===== src/include/arvs_defs.vh =====
// Constants for the task-file read, verify, recalibrate, sense and seek block.
// Assumes a 32-bit Avalon-MM slave on a 25 MHz clock.
`ifndef ARVS_DEFS_VH
`define ARVS_DEFS_VH
// ==========================================================
// Register word offsets
`define ARVS_OFF_CMD      4'h0
`define ARVS_OFF_SECCNT   4'h1
`define ARVS_OFF_SECNUM   4'h2
`define ARVS_OFF_CYLLO    4'h3
`define ARVS_OFF_CYLHI    4'h4
`define ARVS_OFF_DRVHD    4'h5
`define ARVS_OFF_STATUS   4'h6
`define ARVS_OFF_ERROR    4'h7
`define ARVS_OFF_DATA     4'h8
`define ARVS_OFF_IRQSTAT  4'h9
`define ARVS_OFF_IRQEN    4'ha
`define ARVS_OFF_IRQCLR   4'hb
`define ARVS_OFF_MAXLBA   4'hc
`define ARVS_OFF_MEDIA    4'hd
// ==========================================================
// Opcodes
`define ARVS_OP_READ0     8'h20
`define ARVS_OP_READ1     8'h21
`define ARVS_OP_VER0      8'h40
`define ARVS_OP_VER1      8'h41
`define ARVS_OP_SENSE     8'h03
`define ARVS_NIB_RECAL    4'h1
`define ARVS_NIB_SEEK     4'h7
// ==========================================================
// Status bits
`define ARVS_ST_BSY       7
`define ARVS_ST_RDY       6
`define ARVS_ST_DRQ       3
`define ARVS_ST_ERR       0
// Error register bits
`define ARVS_ER_ABRT      8'h04
`define ARVS_ER_IDNF      8'h10
`define ARVS_ER_UNC       8'h40
// Interrupt event bits
`define ARVS_EV_SECTOR    0
`define ARVS_EV_DONE      1
`define ARVS_EV_ERROR     2
// ==========================================================
// Extended error codes
`define ARVS_XE_NONE      8'h00
`define ARVS_XE_SELFOK    8'h01
`define ARVS_XE_MISC      8'h09
`define ARVS_XE_BADADDR   8'h21
`define ARVS_XE_OVERFLOW  8'h2f
`define ARVS_XE_VOLT      8'h35
`define ARVS_XE_UNCORR    8'h11
`define ARVS_XE_CORR      8'h18
`define ARVS_XE_DIAG      8'h05
`define ARVS_XE_IDNF      8'h10
`define ARVS_XE_SPARE     8'h3a
`define ARVS_XE_ABORT     8'h1f
`define ARVS_XE_FORMAT    8'h38
`define ARVS_XE_WRFAIL    8'h03
// ==========================================================
// Sizes and timing
`define ARVS_WORDS        8'hff
`define ARVS_MAXLBA_RST   28'h0ffffff
`define ARVS_LOAD_NS      800
`define ARVS_CLK_NS       40
`define ARVS_LOAD_CYC     ((`ARVS_LOAD_NS + `ARVS_CLK_NS - 1) / `ARVS_CLK_NS)
`endif


===== src/rtl/arvs_core.v =====
// Task-file command executor for read, verify, recalibrate, sense, seek.
// Assumes an Avalon-MM master on ref_clk; media is modelled by a
// software-set fault register and generated sector data.
`timescale 1ns/1ps
`include "arvs_defs.vh"

// What this block does
// - Opcode 20h or 21h reads 1 to 256 sectors from the count register.
// - A count of zero means 256 sectors.
// - The transfer starts at the address held in the task-file registers.
// - Per sector: busy, load buffer, data request, clear busy, interrupt.
// - Read error stops at failing sector, keeps its address and data.
// - Opcode 40h or 41h verifies like read but never requests data.
// - Verify sets busy, then clears it and interrupts when done.
// - Verify error keeps failing address and count of unverified sectors.
// - Opcodes 1Xh complete at once with no media work.
// - Opcode 03h puts the previous extended error code in error register.
// - Codes 21h bad address, 2Fh overflow, 10h or 14h ID not found.
// - Codes 11h uncorrectable, 18h corrected, 3Ah spares gone, 03h write.
// - Codes 05h, 30-34h, 37h, 3Eh diagnostics; 35h, 36h voltage.
// - Code 1Fh transfer error or abort; 38h, 3Bh, 3Ch, 3Fh format.
// - Opcodes 7Xh range-check the address and flag an error if beyond.
module arvs_core (
  input wire ref_clk,
  input wire rstn,
  input wire [3:0] avs_address,
  input wire avs_read,
  input wire avs_write,
  input wire [31:0] avs_writedata,
  output reg [31:0] avs_readdata,
  output wire avs_waitrequest,
  output wire irq
);

  // ==========================================================
  // States
  localparam [4:0] S_IDLE = 5'b00001;
  localparam [4:0] S_LOAD = 5'b00010;
  localparam [4:0] S_XFER = 5'b00100;
  localparam [4:0] S_VER = 5'b01000;
  localparam [4:0] S_DONE = 5'b10000;
  localparam integer LOAD_N = `ARVS_LOAD_CYC;
  localparam [5:0] LOAD_CYC = LOAD_N[5:0];

  reg [4:0] st_q;
  reg [7:0] seccnt_q, secnum_q, cyllo_q, cylhi_q, drvhd_q;
  reg [7:0] status_q, error_q, xerr_q;
  reg [8:0] left_q;
  reg [7:0] widx_q;
  reg [5:0] tmr_q;
  reg verify_q;
  reg [2:0] ists_q, ien_q;
  reg [27:0] maxlba_q;
  reg [27:0] bad_lba_q;
  reg [7:0] bad_code_q;
  wire [15:0] buf_w [0:255];
  reg ack_q;
  reg [31:0] rdata_d;
  reg [2:0] ev_q;

  wire [27:0] lba = {drvhd_q[3:0], cylhi_q, cyllo_q, secnum_q};
  wire [27:0] lba_inc = lba + 28'h0000001;
  wire busy = status_q[`ARVS_ST_BSY];
  // One wait cycle per access keeps read data registered
  assign avs_waitrequest = (avs_read | avs_write) & ~ack_q;
  wire rd = avs_read & ack_q;
  wire wr = avs_write & ack_q;
  // Read data is latched in the wait cycle so it stands at acceptance
  wire rd_cap = avs_read & ~ack_q;
  assign irq = |(ists_q & ien_q);
  wire cmd_wr = wr && avs_address == `ARVS_OFF_CMD && !busy &&
    !status_q[`ARVS_ST_DRQ];
  wire [7:0] op = avs_writedata[7:0];

  // ==========================================================
  // Command decode
  wire op_media = op == `ARVS_OP_READ0 || op == `ARVS_OP_READ1 ||
    op == `ARVS_OP_VER0 || op == `ARVS_OP_VER1;
  wire op_recal = op[7:4] == `ARVS_NIB_RECAL;
  wire op_seek = op[7:4] == `ARVS_NIB_SEEK;
  wire op_sense = op == `ARVS_OP_SENSE;

  // ==========================================================
  // Media checks
  wire data_rd = rd && avs_address == `ARVS_OFF_DATA &&
    status_q[`ARVS_ST_DRQ];
  wire hit_bad = (bad_lba_q == lba) && (bad_code_q != `ARVS_XE_NONE);
  wire out_rng = lba > maxlba_q;
  wire [7:0] fail_code = out_rng ? `ARVS_XE_BADADDR : bad_code_q;
  wire fail = out_rng | hit_bad;
  // Corrected: keep going, but only on the sector that is flagged
  wire corr = fail && (fail_code == `ARVS_XE_CORR);

  // ==========================================================
  // Bus slave and registers
  always @(posedge ref_clk or negedge rstn) begin
    if (!rstn) begin
      ack_q <= 1'b0;
      avs_readdata <= 32'h00000000;
    end else begin
      ack_q <= (avs_read | avs_write) & ~ack_q;
      if (rd_cap)
        avs_readdata <= rdata_d;
    end
  end

  // ==========================================================
  // Read data mux; the word index only moves on acceptance
  always @* begin
    rdata_d = 32'h00000000;
    case (avs_address)
      `ARVS_OFF_SECCNT: rdata_d = {24'h000000, seccnt_q};
      `ARVS_OFF_SECNUM: rdata_d = {24'h000000, secnum_q};
      `ARVS_OFF_CYLLO: rdata_d = {24'h000000, cyllo_q};
      `ARVS_OFF_CYLHI: rdata_d = {24'h000000, cylhi_q};
      `ARVS_OFF_DRVHD: rdata_d = {24'h000000, drvhd_q};
      `ARVS_OFF_STATUS: rdata_d = {24'h000000, status_q};
      `ARVS_OFF_ERROR: rdata_d = {24'h000000, error_q};
      `ARVS_OFF_DATA: begin
        if (status_q[`ARVS_ST_DRQ])
          rdata_d = {16'h0000, buf_w[widx_q]};
      end
      `ARVS_OFF_IRQSTAT: rdata_d = {29'h0000000, ists_q};
      `ARVS_OFF_IRQEN: rdata_d = {29'h0000000, ien_q};
      `ARVS_OFF_MAXLBA: rdata_d = {4'h0, maxlba_q};
      `ARVS_OFF_MEDIA: rdata_d = {bad_code_q, 24'h000000};
      default: rdata_d = 32'h00000000;
    endcase
  end

  // ==========================================================
  // Sector buffer: generated from the LBA, so a flawed sector's data
  // still sits in the buffer after the read stops
  wire buf_load = st_q == S_LOAD && tmr_q == 6'd0 && !verify_q;
  genvar g;
  generate
    for (g = 0; g < 256; g = g + 1) begin : g_word
      localparam integer GI = g;
      localparam [15:0] IDX = GI[15:0];
      reg [15:0] word_q;
      always @(posedge ref_clk) begin
        if (buf_load)
          word_q <= lba[15:0] ^ IDX;
      end
      assign buf_w[g] = word_q;
    end
  endgenerate

  // ==========================================================
  // Command sequencer
  always @(posedge ref_clk or negedge rstn) begin
    if (!rstn) begin
      st_q <= S_IDLE;
      seccnt_q <= 8'h01;
      secnum_q <= 8'h01;
      cyllo_q <= 8'h00;
      cylhi_q <= 8'h00;
      drvhd_q <= 8'ha0;
      status_q <= 8'h40;
      error_q <= 8'h00;
      xerr_q <= `ARVS_XE_NONE;
      left_q <= 9'h000;
      widx_q <= 8'h00;
      tmr_q <= 6'h00;
      verify_q <= 1'b0;
      ien_q <= 3'h0;
      maxlba_q <= `ARVS_MAXLBA_RST;
      bad_lba_q <= 28'h0000000;
      bad_code_q <= `ARVS_XE_NONE;
      ev_q <= 3'b000;
    end else begin
      // Events are one-cycle pulses, latched by the interrupt status
      ev_q <= 3'b000;
      if (wr && !busy) begin
        case (avs_address)
          `ARVS_OFF_SECCNT: seccnt_q <= avs_writedata[7:0];
          `ARVS_OFF_SECNUM: secnum_q <= avs_writedata[7:0];
          `ARVS_OFF_CYLLO: cyllo_q <= avs_writedata[7:0];
          `ARVS_OFF_CYLHI: cylhi_q <= avs_writedata[7:0];
          `ARVS_OFF_DRVHD: drvhd_q <= avs_writedata[7:0];
          `ARVS_OFF_IRQEN: ien_q <= avs_writedata[2:0];
          `ARVS_OFF_MAXLBA: maxlba_q <= avs_writedata[27:0];
          `ARVS_OFF_MEDIA: begin
            bad_lba_q <= avs_writedata[27:0];
            bad_code_q <= {4'h0, avs_writedata[31:28]} |
              (avs_writedata[31:28] == 4'h0 ? 8'h00 : 8'h10);
          end
          default: ;
        endcase
      end
      case (st_q)
        S_IDLE: begin
          if (cmd_wr) begin
            status_q <= 8'h40;
            error_q <= 8'h00;
            if (op_media) begin
              status_q[`ARVS_ST_BSY] <= 1'b1;
              verify_q <= op[6];
              left_q <= (seccnt_q == 8'h00) ? 9'h100 :
                {1'b0, seccnt_q};
              tmr_q <= LOAD_CYC;
              xerr_q <= `ARVS_XE_NONE;
              st_q <= op[6] ? S_VER : S_LOAD;
            end else if (op_recal) begin
              xerr_q <= `ARVS_XE_NONE;
              ev_q[`ARVS_EV_DONE] <= 1'b1;
            end else if (op_seek) begin
              ev_q[`ARVS_EV_DONE] <= 1'b1;
              if (out_rng) begin
                status_q[`ARVS_ST_ERR] <= 1'b1;
                error_q <= `ARVS_ER_IDNF;
                xerr_q <= `ARVS_XE_BADADDR;
                ev_q[`ARVS_EV_ERROR] <= 1'b1;
              end else begin
                xerr_q <= `ARVS_XE_NONE;
              end
            end else if (op_sense) begin
              error_q <= xerr_q;
              ev_q[`ARVS_EV_DONE] <= 1'b1;
            end else begin
              status_q[`ARVS_ST_ERR] <= 1'b1;
              error_q <= `ARVS_ER_ABRT;
              xerr_q <= `ARVS_XE_ABORT;
              ev_q[`ARVS_EV_ERROR] <= 1'b1;
            end
          end
        end
        S_LOAD, S_VER: begin
          if (tmr_q != 6'd0) begin
            tmr_q <= tmr_q - 6'd1;
          end else if (fail && !corr) begin
            // Stop here; address registers still name this sector
            status_q <= 8'h41;
            error_q <= (fail_code == `ARVS_XE_UNCORR) ? `ARVS_ER_UNC :
              `ARVS_ER_IDNF;
            xerr_q <= fail_code;
            seccnt_q <= left_q[7:0];
            ev_q[`ARVS_EV_ERROR] <= 1'b1;
            // Flawed data stays readable after a read error
            if (!verify_q) begin
              status_q[`ARVS_ST_DRQ] <= 1'b1;
              widx_q <= 8'h00;
              st_q <= S_XFER;
            end else begin
              st_q <= S_IDLE;
            end
          end else begin
            if (corr)
              xerr_q <= `ARVS_XE_CORR;
            if (verify_q) begin
              left_q <= left_q - 9'd1;
              seccnt_q <= left_q[7:0] - 8'd1;
              {drvhd_q[3:0], cylhi_q, cyllo_q, secnum_q} <= lba_inc;
              if (left_q == 9'd1) begin
                status_q[`ARVS_ST_BSY] <= 1'b0;
                ev_q[`ARVS_EV_DONE] <= 1'b1;
                st_q <= S_IDLE;
              end else begin
                tmr_q <= LOAD_CYC;
              end
            end else begin
              status_q[`ARVS_ST_BSY] <= 1'b0;
              status_q[`ARVS_ST_DRQ] <= 1'b1;
              ev_q[`ARVS_EV_SECTOR] <= 1'b1;
              widx_q <= 8'h00;
              st_q <= S_XFER;
            end
          end
        end
        S_XFER: begin
          if (data_rd) begin
            widx_q <= widx_q + 8'd1;
            if (widx_q == `ARVS_WORDS) begin
              status_q[`ARVS_ST_DRQ] <= 1'b0;
              if (status_q[`ARVS_ST_ERR] || left_q == 9'd1) begin
                st_q <= S_IDLE;
              end else begin
                left_q <= left_q - 9'd1;
                seccnt_q <= left_q[7:0] - 8'd1;
                {drvhd_q[3:0], cylhi_q, cyllo_q, secnum_q} <= lba_inc;
                status_q[`ARVS_ST_BSY] <= 1'b1;
                tmr_q <= LOAD_CYC;
                st_q <= S_LOAD;
              end
            end
          end
        end
        default: st_q <= S_IDLE;
      endcase
    end
  end

  // ==========================================================
  // Interrupt status: set wins over a clear in the same cycle
  always @(posedge ref_clk or negedge rstn) begin
    if (!rstn)
      ists_q <= 3'h0;
    else
      ists_q <= (ists_q & ~((wr && avs_address == `ARVS_OFF_IRQCLR) ?
        avs_writedata[2:0] : 3'h0)) | ev_q;
  end

endmodule


===== config.mk =====
export PLATFORM = sky130hd
export DESIGN_NAME = arvs_core
export DESIGN_NICKNAME = d
export VERILOG_FILES = /design/src/rtl/arvs_core.v
export VERILOG_INCLUDE_DIRS = /design/src /design/src/include
export SDC_FILE = /design/constraint.sdc
export NUM_CORES = 1
export LEC_CHECK = 0
export ABC_CLOCK_PERIOD_IN_PS = 4650
export BUFFER_PORTS_ARGS = -buffer_cell sky130_fd_sc_hd__buf_4
export CAP_MARGIN = 5
export CELL_PAD_IN_SITES_DETAIL_PLACEMENT = 0
export CELL_PAD_IN_SITES_GLOBAL_PLACEMENT = 1
export CORE_MARGIN = 1
export CORE_UTILIZATION = 40
export DETAILED_ROUTE_END_ITERATION = 8
export HOLD_SLACK_MARGIN = 0.06
export PLACE_DENSITY = 0.69
export SLEW_MARGIN = 0
export SYNTH_ARGS = -nofsm -noshare
export SYNTH_HDL_FRONTEND = slang
export SYNTH_SLANG_ARGS = --single-unit

===== constraint.sdc =====
create_clock -name ref_clk -period 4.65 [get_ports ref_clk]
set_clock_uncertainty 0.15 [all_clocks]
set_input_delay 0.93 -clock ref_clk [delete_from_list [all_inputs] [get_ports ref_clk]]
set_output_delay 0.93 -clock ref_clk [all_outputs]
set_load 0.02 [all_outputs]

**Word level (Yosys, flattened, before mapping)**

Index checks and enable logic that the tools add are counted.

- ROM bits: 0
- Output and inout port bits: 34
- Memories: 0
- Word-level logic and storage cells: 792
- Bits in latches: 0
- Bits in registers: 4,295
- Bits in writable memories: 0

- Shifts and indexed selects: 0
- Equal/unequal tests: 46
- Divide/modulo/power cells: 0
- Bitwise operators: 268
- Add/subtract/negate cells: 5
- Multipliers: 0
- Reduce and logical (&&, ||, !) cells: 44
- $lt $le $gt $ge: 2
- Muxes and demuxes: 147

Operators with widths:

| cell | number |
|---|---|
| $mux 8 | 53 |
| $pmux 32 s12 | 1 |
| $not 4->4 | 70 |
| $not 5->5 | 56 |
| $not 3->3 | 57 |
| $not 6->6 | 28 |
| $bmux 16 s8 | 1 |
| $pmux 8 s2 | 7 |
| $mux 9 | 9 |
| $mux 6 | 10 |
| $not 2->2 | 28 |
| $not 7->7 | 8 |
| $mux 5 | 10 |
| $mux 16 | 3 |
| $mux 4 | 9 |
| $add 28x1->28 const B | 1 |
| $eq 28x28->1 | 1 |
| $gt 28x28->1 | 1 |
| $pmux 9 s3 | 1 |
| $eq 4x4->1 const B | 6 |
| $mux 1 | 24 |
| $eq 4x3->1 const B | 5 |
| $ne 2x2->1 const B | 10 |
| $pmux 6 s3 | 1 |
| other kinds (55) | 112 |

**Depth between registers and ports, before layout**

Gate-level depths: netlist (run 1).

- Word-level depth: 9
- Gate-level depth with buffers: 13

**Worst setup path after synthesis (run 1)**

No wires, ideal clock.

- Path kind: register to register
- From: register secnum_q[0]
- To: register st_q[1]
- Library setup time: 0.125 ns
- Path buffers: 2
- Path slack: 1.248 ns
- Cell stages (with the launch flop): 13
- Clock period less this slack: 3.402 ns
- Data arrival time: 3.127 ns
- Path through: dfstp_2 -> clkbuf_1 -> inv_1 -> ha_1 -> nand4_1 -> nor3_1 -> and4b_1 -> o311a_1 -> or4_4 -> buf_6 -> or3_4 -> nor3b_4 -> mux2_4

- Longest elaborated chain between the ends: 9
- Elaborated cells between the ends (all ways): 14
- Classes of those cells: 1 x order compare; 3 x eq/ne; 4 x mux; 1 x bitwise; 5 x reduce/logical

Ends and longest elaborated chain:

| what | RTL line | text |
|---|---|---|
| from (decl) | arvs_core.v:46 | `reg [7:0] seccnt_q, secnum_q, cyllo_q, cylhi_q, drvhd_q;` |
| from (signal assigned) | arvs_core.v:177 | `` `ARVS_OFF_SECNUM: secnum_q <= avs_writedata[7:0]; `` |
| from (signal assigned) | arvs_core.v:253 | `{drvhd_q[3:0], cylhi_q, cyllo_q, secnum_q} <= lba_inc;` |
| from (signal assigned) | arvs_core.v:280 | `{drvhd_q[3:0], cylhi_q, cyllo_q, secnum_q} <= lba_inc;` |
| $gt 28x28->1 / $eq 28x28->1 (equally long branches) | arvs_core.v:88, arvs_core.v:87 |  |
| $mux 8 / $logic_and 1x1->1 (equally long branches) | arvs_core.v:89, arvs_core.v:87 |  |
| $eq 8x5->1 (no source line) / $or 1x1->1 (equally long branches) | n/a |  |
| $logic_and 1x1->1 | arvs_core.v:92 | `` wire corr = fail && (fail_code == `ARVS_XE_CORR); `` |
| $logic_not 1->1 | arvs_core.v:231 | `end else if (fail && !corr) begin` |
| $logic_and 1x1->1 * | arvs_core.v:231 |  |
| $mux 5 | arvs_core.v:231 |  |
| $mux 5 | arvs_core.v:229 | `if (tmr_q != 6'd0) begin` |
| $pmux 5 s3 | arvs_core.v:191 | `case (st_q)` |
| to (signal assigned) | arvs_core.v:203 | `st_q <= op[6] ? S_VER : S_LOAD;` |
| to (decl) | arvs_core.v:45 | `reg [4:0] st_q;` |

Mark *: on every way between the ends. The rest lies on a longest branch, timed or not. The select of a mux whose other input is x is not followed.
A chain may end at the register's enable or synchronous reset.

**Worst setup path in the final report (run 1)**

- From: register maxlba_q[3]
- To: register cylhi_q[1]

- Longest elaborated chain between the ends: 9
- Elaborated cells between the ends (all ways): 10
- Classes of those cells: 1 x order compare; 1 x eq/ne; 4 x mux; 1 x bitwise; 3 x reduce/logical

Ends and longest elaborated chain:

| what | RTL line | text |
|---|---|---|
| from (decl) | arvs_core.v:53 | `reg [27:0] maxlba_q;` |
| from (signal assigned) | arvs_core.v:167 | `` maxlba_q <= `ARVS_MAXLBA_RST; `` |
| from (signal assigned) | arvs_core.v:182 | `` `ARVS_OFF_MAXLBA: maxlba_q <= avs_writedata[27:0]; `` |
| $gt 28x28->1 * | arvs_core.v:88 | `wire out_rng = lba > maxlba_q;` |
| $mux 8 | arvs_core.v:89 | `` wire [7:0] fail_code = out_rng ? `ARVS_XE_BADADDR : bad_code_q; `` |
| $eq 8x5->1 (no source line) | n/a |  |
| $logic_and 1x1->1 | arvs_core.v:92 |  |
| $logic_not 1->1 | arvs_core.v:231 |  |
| $logic_and 1x1->1 * | arvs_core.v:231 |  |
| $mux 8 * | arvs_core.v:231 |  |
| $mux 8 * | arvs_core.v:229 |  |
| $pmux 8 s2 * | arvs_core.v:191 |  |
| to (signal assigned) | arvs_core.v:179 | `` `ARVS_OFF_CYLHI: cylhi_q <= avs_writedata[7:0]; `` |
| to (signal assigned) | arvs_core.v:253 |  |
| to (signal assigned) | arvs_core.v:280 |  |
| to (decl) | arvs_core.v:46 |  |

Mark *: on every way between the ends. The rest lies on a longest branch, timed or not.

==> results_dict.tcl, run 1 <==
set metrics [dict create \
    outcome "complete, no violations" \
    die_height_microns 171.9 \
    fmax_mhz 252.5 \
    die_area_sq_mm 0.02954 \
    placedCellCount 1628 \
    synth_area_leader_cell "dfrtp_1" \
    gp_congestion 0.9286 \
    power_density_mw_per_mm2 423.6 \
    fin_nets 1349 \
    cap_violations 0 \
    cts_setup_buffers 0 \
    first_iter_violations 1050 \
    htree_num_levels 1 \
    dominantRegCellSynth "dfrtp_1" \
    dr.pass1.iters 7 \
    synth_edf_count 24 \
    num_vias 9784 \
    setup_ws_ns 0.6896 \
    ir_worst_vdd_mv 0.2396 \
    setup_tns_ns 0 \
    cts_tree "done" \
    start_util 0.4110 \
    worst_slew_pin_slew_ns 1.009 \
    num_antenna_cells 0 \
    drc_errors 0 \
    grt_overflow 0 \
    clock_latency_ns 0.53 \
    synthCells 1208 \
    relSlewSlack 0.3251 \
    r2r_cells 10 \
    hp-class "in2async" \
    wl_per_cell_microns 23.21 \
    yosysMostFrequentCell "dfrtp_1" \
    crit_family "compound AO/OA/AOI/OAI gates" \
    synthTopCellsByArea "dfrtp_1 34%, dfstp_2 6.6%, edfxtp_1 6.2%, mux2_2 4.9%, nand2_1 4.6%" \
    grt_pass1_vias 9281 \
    ant_nets 0 \
    finalHoldViolCount 0 \
    worstSetupPathDepth 10 \
    utilization 0.4758 \
    fin_cells 1672 \
    critical-path-max-stage-delay_ns 0.69 \
    grtUsageTotal 0.2681 \
    dp_hpwl_microns 27970 \
    pre_cts_ws_ns 0.5936 \
    cts_root_buf "clkbuf_16" \
    critPathBufInv 1 \
    async_flop_share 0.8846 \
    portBuffers 70 \
    clkSinkCount 208 \
    numCtsBuffers 24 \
    drive_above_1_share 0.1932 \
    syn_area_sq_mm 0.01154 \
    critical_path_class "reg2reg" \
    slowest_stage "o41a_1" \
    start_kind "flip-flop" \
    total_power_w 0.005661 \
    synth_common_cells "155 x dfrtp_1, 140 x nand2_1, 92 x o21ai_0" \
    yosysWarningCount 0 \
    area_delta_synth_final_pct 15.77 \
    path_clk_slew_ns 0.07 \
    rsz0062_at_grt "no" \
    netlist-cell-type-count 80 \
    avgSynthCellArea_sq_um 9.556 \
    hold_buffers 0 \
    crit_chain "inv_1, ha_1, nand4_1, nor3_1, and4b_1, o311a_1, o41a_1, o21ai_1, o21ai_0, a221oi_1" \
    endpoint_kind "flip-flop" \
    io_pins 74 \
    die_x_microns 171.9 \
    yosysSeqAreaShare 0.4644 \
    coreArea_sq_mm 0.02809 \
    setup_viol 0 \
    ys_seq_elements 208 \
    vias_per_cell 5.852 \
    antenna_found_initial 1 \
    clk_path_buf_depth 3 \
    drt-total-wl_microns 38800 \
    finalCritPeriodShare 0.8517 \
    worst-path-max-fanout 17 \
    grt_pass1_wl_microns 58840 \
    min_period_ns 3.960 \
    drv_slew 0 \
    synth.top_cell.area_share 0.3360 \
    ctsResizeCount 0 \
    grt_max_degree 74 \
    critPathArrivalTime_ns 4.24 \
    critPathRequiredTime_ns 4.93 \
    fp-row-count 61 \
    p_leak_nw 5.734 \
]
## cells in the final DEF (no fill, tap or decap), drive strengths merged, types with 36 or more instances in the layout
| cell type | synthesis | final |
|---|---|---|
| a21oi | 64 | 64 |
| buf | 11 | 100 |
| clkbuf | 50 | 36 |
| dfrtp | 155 | 155 |
| inv | 64 | 64 |
| mux2 | 51 | 51 |
| nand2 | 140 | 140 |
| nor2 | 80 | 80 |
| nor3 | 37 | 37 |
| o21ai | 99 | 99 |
## power by group
group	leakage (nW)	switching (W)	internal (W)
registers	2.49	0.000276	0.00214
clock network	0.386	0.000791	0.00113
logic	2.86	0.000785	0.000536
## registers in the layout, indices dropped and copies added (netlist names)
signal / flops
ack_q: 1
avs_readdata: 29
bad_code_q: 5
bad_lba_q: 28
cylhi_q: 8
cyllo_q: 8
drvhd_q: 8
error_q: 7
ev_q: 3
g_word.word_q: 24
ien_q: 3
ists_q: 3
left_q: 9
maxlba_q: 28
seccnt_q: 8
secnum_q: 8
st_q: 4
status_q: 3
tmr_q: 6
verify_q: 1
widx_q: 8
xerr_q: 6
## path summary, 6_finish.rpt
check	from	end	slack, ns
max	maxlba_q[3]	cylhi_q[1]	0.69
min	rstn	widx_q[3]	0.23
max reg2reg	maxlba_q[3]	cylhi_q[1]	0.69
min reg2reg	ev_q[1]	ists_q[1]	0.27
max in group asynchronous	rstn	ists_q[0]	2.99
min in group ref_clk	ev_q[1]	ists_q[1]	0.27
## through the flow
step	hold WS, ns	cell area [sq um]
6_report	0.2286	13360
5_1_grt	0.2651	13360
4_1_cts	0.2591	13360
3_5_place_dp	0.2626	12580
3_3_place_gp	0.2564	12580
2_1_floorplan	0.2544	11550
## area by class of cell
type / instances / area [sq um]
fill: 2743 / 14720
sequential: 208 / 5361
inverter: 64 / 240.2
multi-input combinational: 877 / 5728
timing repair buffer: 101 / 777.0
tap: 378 / 473.0
clock inverter: 9 / 101.3
clock buffer: 35 / 683.2
## kinds of logic (layout without fill, tap and decap cells)
| logic type | after synthesis | in the layout | synth area share |
|---|---|---|---|
| other | 1 | 3 | 0.0003249 |
| buffers and inverters | 125 | 209 | 0.04249 |
| DFF | 208 | 208 | 0.4644 |
| xor gates and xnor gates | 41 | 41 | 0.03111 |
| and+or+nand+nor | 399 | 399 | 0.1698 |
| AOI/OAI and AO/OA | 317 | 317 | 0.1773 |
| adders and majority gates | 33 | 33 | 0.03577 |
| muxes | 84 | 84 | 0.07869 |
## per-layer routing
layer,track usage,share of wire
met5,0,0.00044
met4,0.06926,0.026
met3,0.03891,0.066
met2,0.3997,0.43
met1,0.4037,0.47
Power figures use the tool's default switching activity.
==> run 2: changes to the inputs <==
--- a/config.mk
+++ b/config.mk
@@ -13,6 +13,7 @@
 export CELL_PAD_IN_SITES_GLOBAL_PLACEMENT = 1
 export CORE_MARGIN = 1
 export CORE_UTILIZATION = 40
+export CTS_BUF_LIST = sky130_fd_sc_hd__clkbuf_4
 export DETAILED_ROUTE_END_ITERATION = 8
 export HOLD_SLACK_MARGIN = 0.06
 export PLACE_DENSITY = 0.69
==> run 2 against run 1 <==
  * Clock power down 8%
  * Combinational power about the same
  * First-iteration DRC count down 11%
  * Utilization up 0.071 points
  * Flip-flop and latch count unchanged
  * Global-route usage up 0.37 points
  * Sequential power about the same
  * Routed wire length up 0.68%
  * Final cell count up 4.1%
  * Power down 2.6%
  * Clock-buffer cell count up 57
  * Critical endpoint unchanged
==> results_dict.tcl, run 2 (synthesis gave the netlist of run 1 again) <==
set metrics [dict create \
    setup_tns_ns 0 \
    top_regs "avs_readdata (29), bad_lba_q (28), maxlba_q (28)" \
    placedCellCount 1628 \
    start_kind "flip-flop" \
    grt_max_degree 74 \
    worst_slew_pin_slew_ns 0.9917 \
    drc_errors 0 \
    rsz0062_at_grt "no" \
    fp-row-count 61 \
    cap_violations 0 \
    area_delta_synth_final_pct 15.94 \
    cts_root_buf "clkbuf_4" \
    worst-path-max-fanout 17 \
    die_area_sq_mm 0.02954 \
    fill_cells 2800 \
    drt-total-wl_microns 39060 \
    drv_slew 0 \
    largest_reg_flops 29 \
    vias_per_cell 5.774 \
    grt_pass1_wl_microns 59560 \
    layout_commonest_cell "dfrtp_1" \
    grtUsageTotal 0.2718 \
    critPathRequiredTime_ns 5.12 \
    ant_nets 0 \
    grt_overflow 0 \
    grt_pass1_vias 9595 \
    coreArea_sq_mm 0.02809 \
    pre_cts_ws_ns 0.5936 \
    io_pins 74 \
    die_height_microns 171.9 \
    dr.pass1.iters 5 \
    fin_nets 1384 \
    fin_cells 1740 \
    clk_path_buf_depth 3 \
    finalCritPeriodShare 0.8472 \
    clkSinkCount 208 \
    finalHoldViolCount 0 \
    htree_num_levels 2 \
    min_period_ns 3.939 \
    multi_input_area_sq_mm 0.005728 \
    clock_latency_ns 0.72 \
    die_x_microns 171.9 \
    num_vias 10050 \
    power_density_mw_per_mm2 411.9 \
    mostFrequentLayoutCells "155 x dfrtp_1, 140 x nand2_1, 99 x buf_4" \
    hold_slack_ns 0.2669 \
    seq_area_sq_mm 0.005361 \
    antenna_found_initial 2 \
    setup_viol 0 \
    first_iter_violations 938 \
    wl_per_cell_microns 22.45 \
    critPathArrivalTime_ns 4.41 \
    start_util 0.4110 \
    setup_ws_ns 0.7108 \
    numCtsBuffers 58 \
    outcome "complete, no violations" \
    portBuffers 70 \
    regMostFlops "avs_readdata" \
    drive_above_1_share 0.2287 \
    fmax_mhz 253.9 \
    ir_worst_vdd_mv 0.1453 \
    relSlewSlack 0.3367 \
    hp-class "in2reg" \
    endpoint_kind "flip-flop" \
    cts_tree "done" \
    dp_hpwl_microns 27970 \
    critical_path_class "reg2reg" \
    gp_congestion 0.9286 \
    path_clk_slew_ns 0.07 \
    p_leak_nw 5.815 \
]
## run 2: final timing paths
check	from	endpoint	slack, ns	depth (start not counted)
setup / recovery	maxlba_q[11]	cylhi_q[1]	0.71	10
hold / removal	avs_writedata[13]	maxlba_q[13]	0.27	3
setup reg to reg	maxlba_q[11]	cylhi_q[1]	0.71	10
hold reg to reg	ev_q[1]	ists_q[1]	0.27	1
max in group asynchronous	rstn	ien_q[2]	2.57	3
min in group asynchronous	rstn	secnum_q[1]	0.64	2
## run 2: layer usage
| layer | vias to the layer above | share of wire | GRT usage | wire [microns] |
|---|---|---|---|---|
| li1 | 4635 | - | - | - |
| met1 | 4916 | 0.47 | 0.4005 | 18180 |
| met2 | 408 | 0.43 | 0.3983 | 16930 |
| met3 | 85 | 0.073 | 0.05058 | 2861 |
| met4 | 2 | 0.027 | 0.08965 | 1069 |
| met5 | - | 0.00044 | 0 | 17 |
## run 2: cell type report
type / instances / area share
multi-input cells: 877 / 0.4280
flip-flops and latches: 208 / 0.4006
repair buffers: 102 / 0.05880
clock buffers: 92 / 0.05160
well taps: 378 / 0.03534
inverters: 64 / 0.01795
clock inverters: 17 / 0.007385
diodes: 2 / 0.0003739
## run 2: repair_timing
item / in CTS / in global routing
endpoints found under the hold margin: 1 / 0
hold buffers: 1 / 0
buffers inserted: 0 / 0
gates resized for setup: 0 / 0
## run 2: per-stage QoR
step                      instance area (sq um)  utilization  power [W]
final                                     13380       0.4765   0.005513
after CTS                                 13380       0.4763   0.005562
after global routing                      13380       0.4765   0.005847
after floorplan                           11550            -   0.003194
after global placement                    12580       0.4479   0.003745
after detailed placement                  12580       0.4479   0.003755
## run 2: worst max-delay path, stage by stage (launching register included)
cell and delay, ns:
dfstp_2 0.53, inv_1 0.05, ha_1 0.30, nand4_1 0.20, nor3_1 0.54, and4b_1 0.30
o311a_1 0.18, o41a_1 0.70, o21ai_1 0.43, o21ai_0 0.17, a221oi_1 0.28
## run 2: report_power, final
group	leakage, nW	internal [W]	total [W]	switching, W
registers	2.49	0.00214	0.00242	0.000273
clock network	0.462	0.000951	0.00177	0.000821
logic	2.86	0.000537	0.00133	0.000789
total	5.81	0.00363	0.00551	0.00188
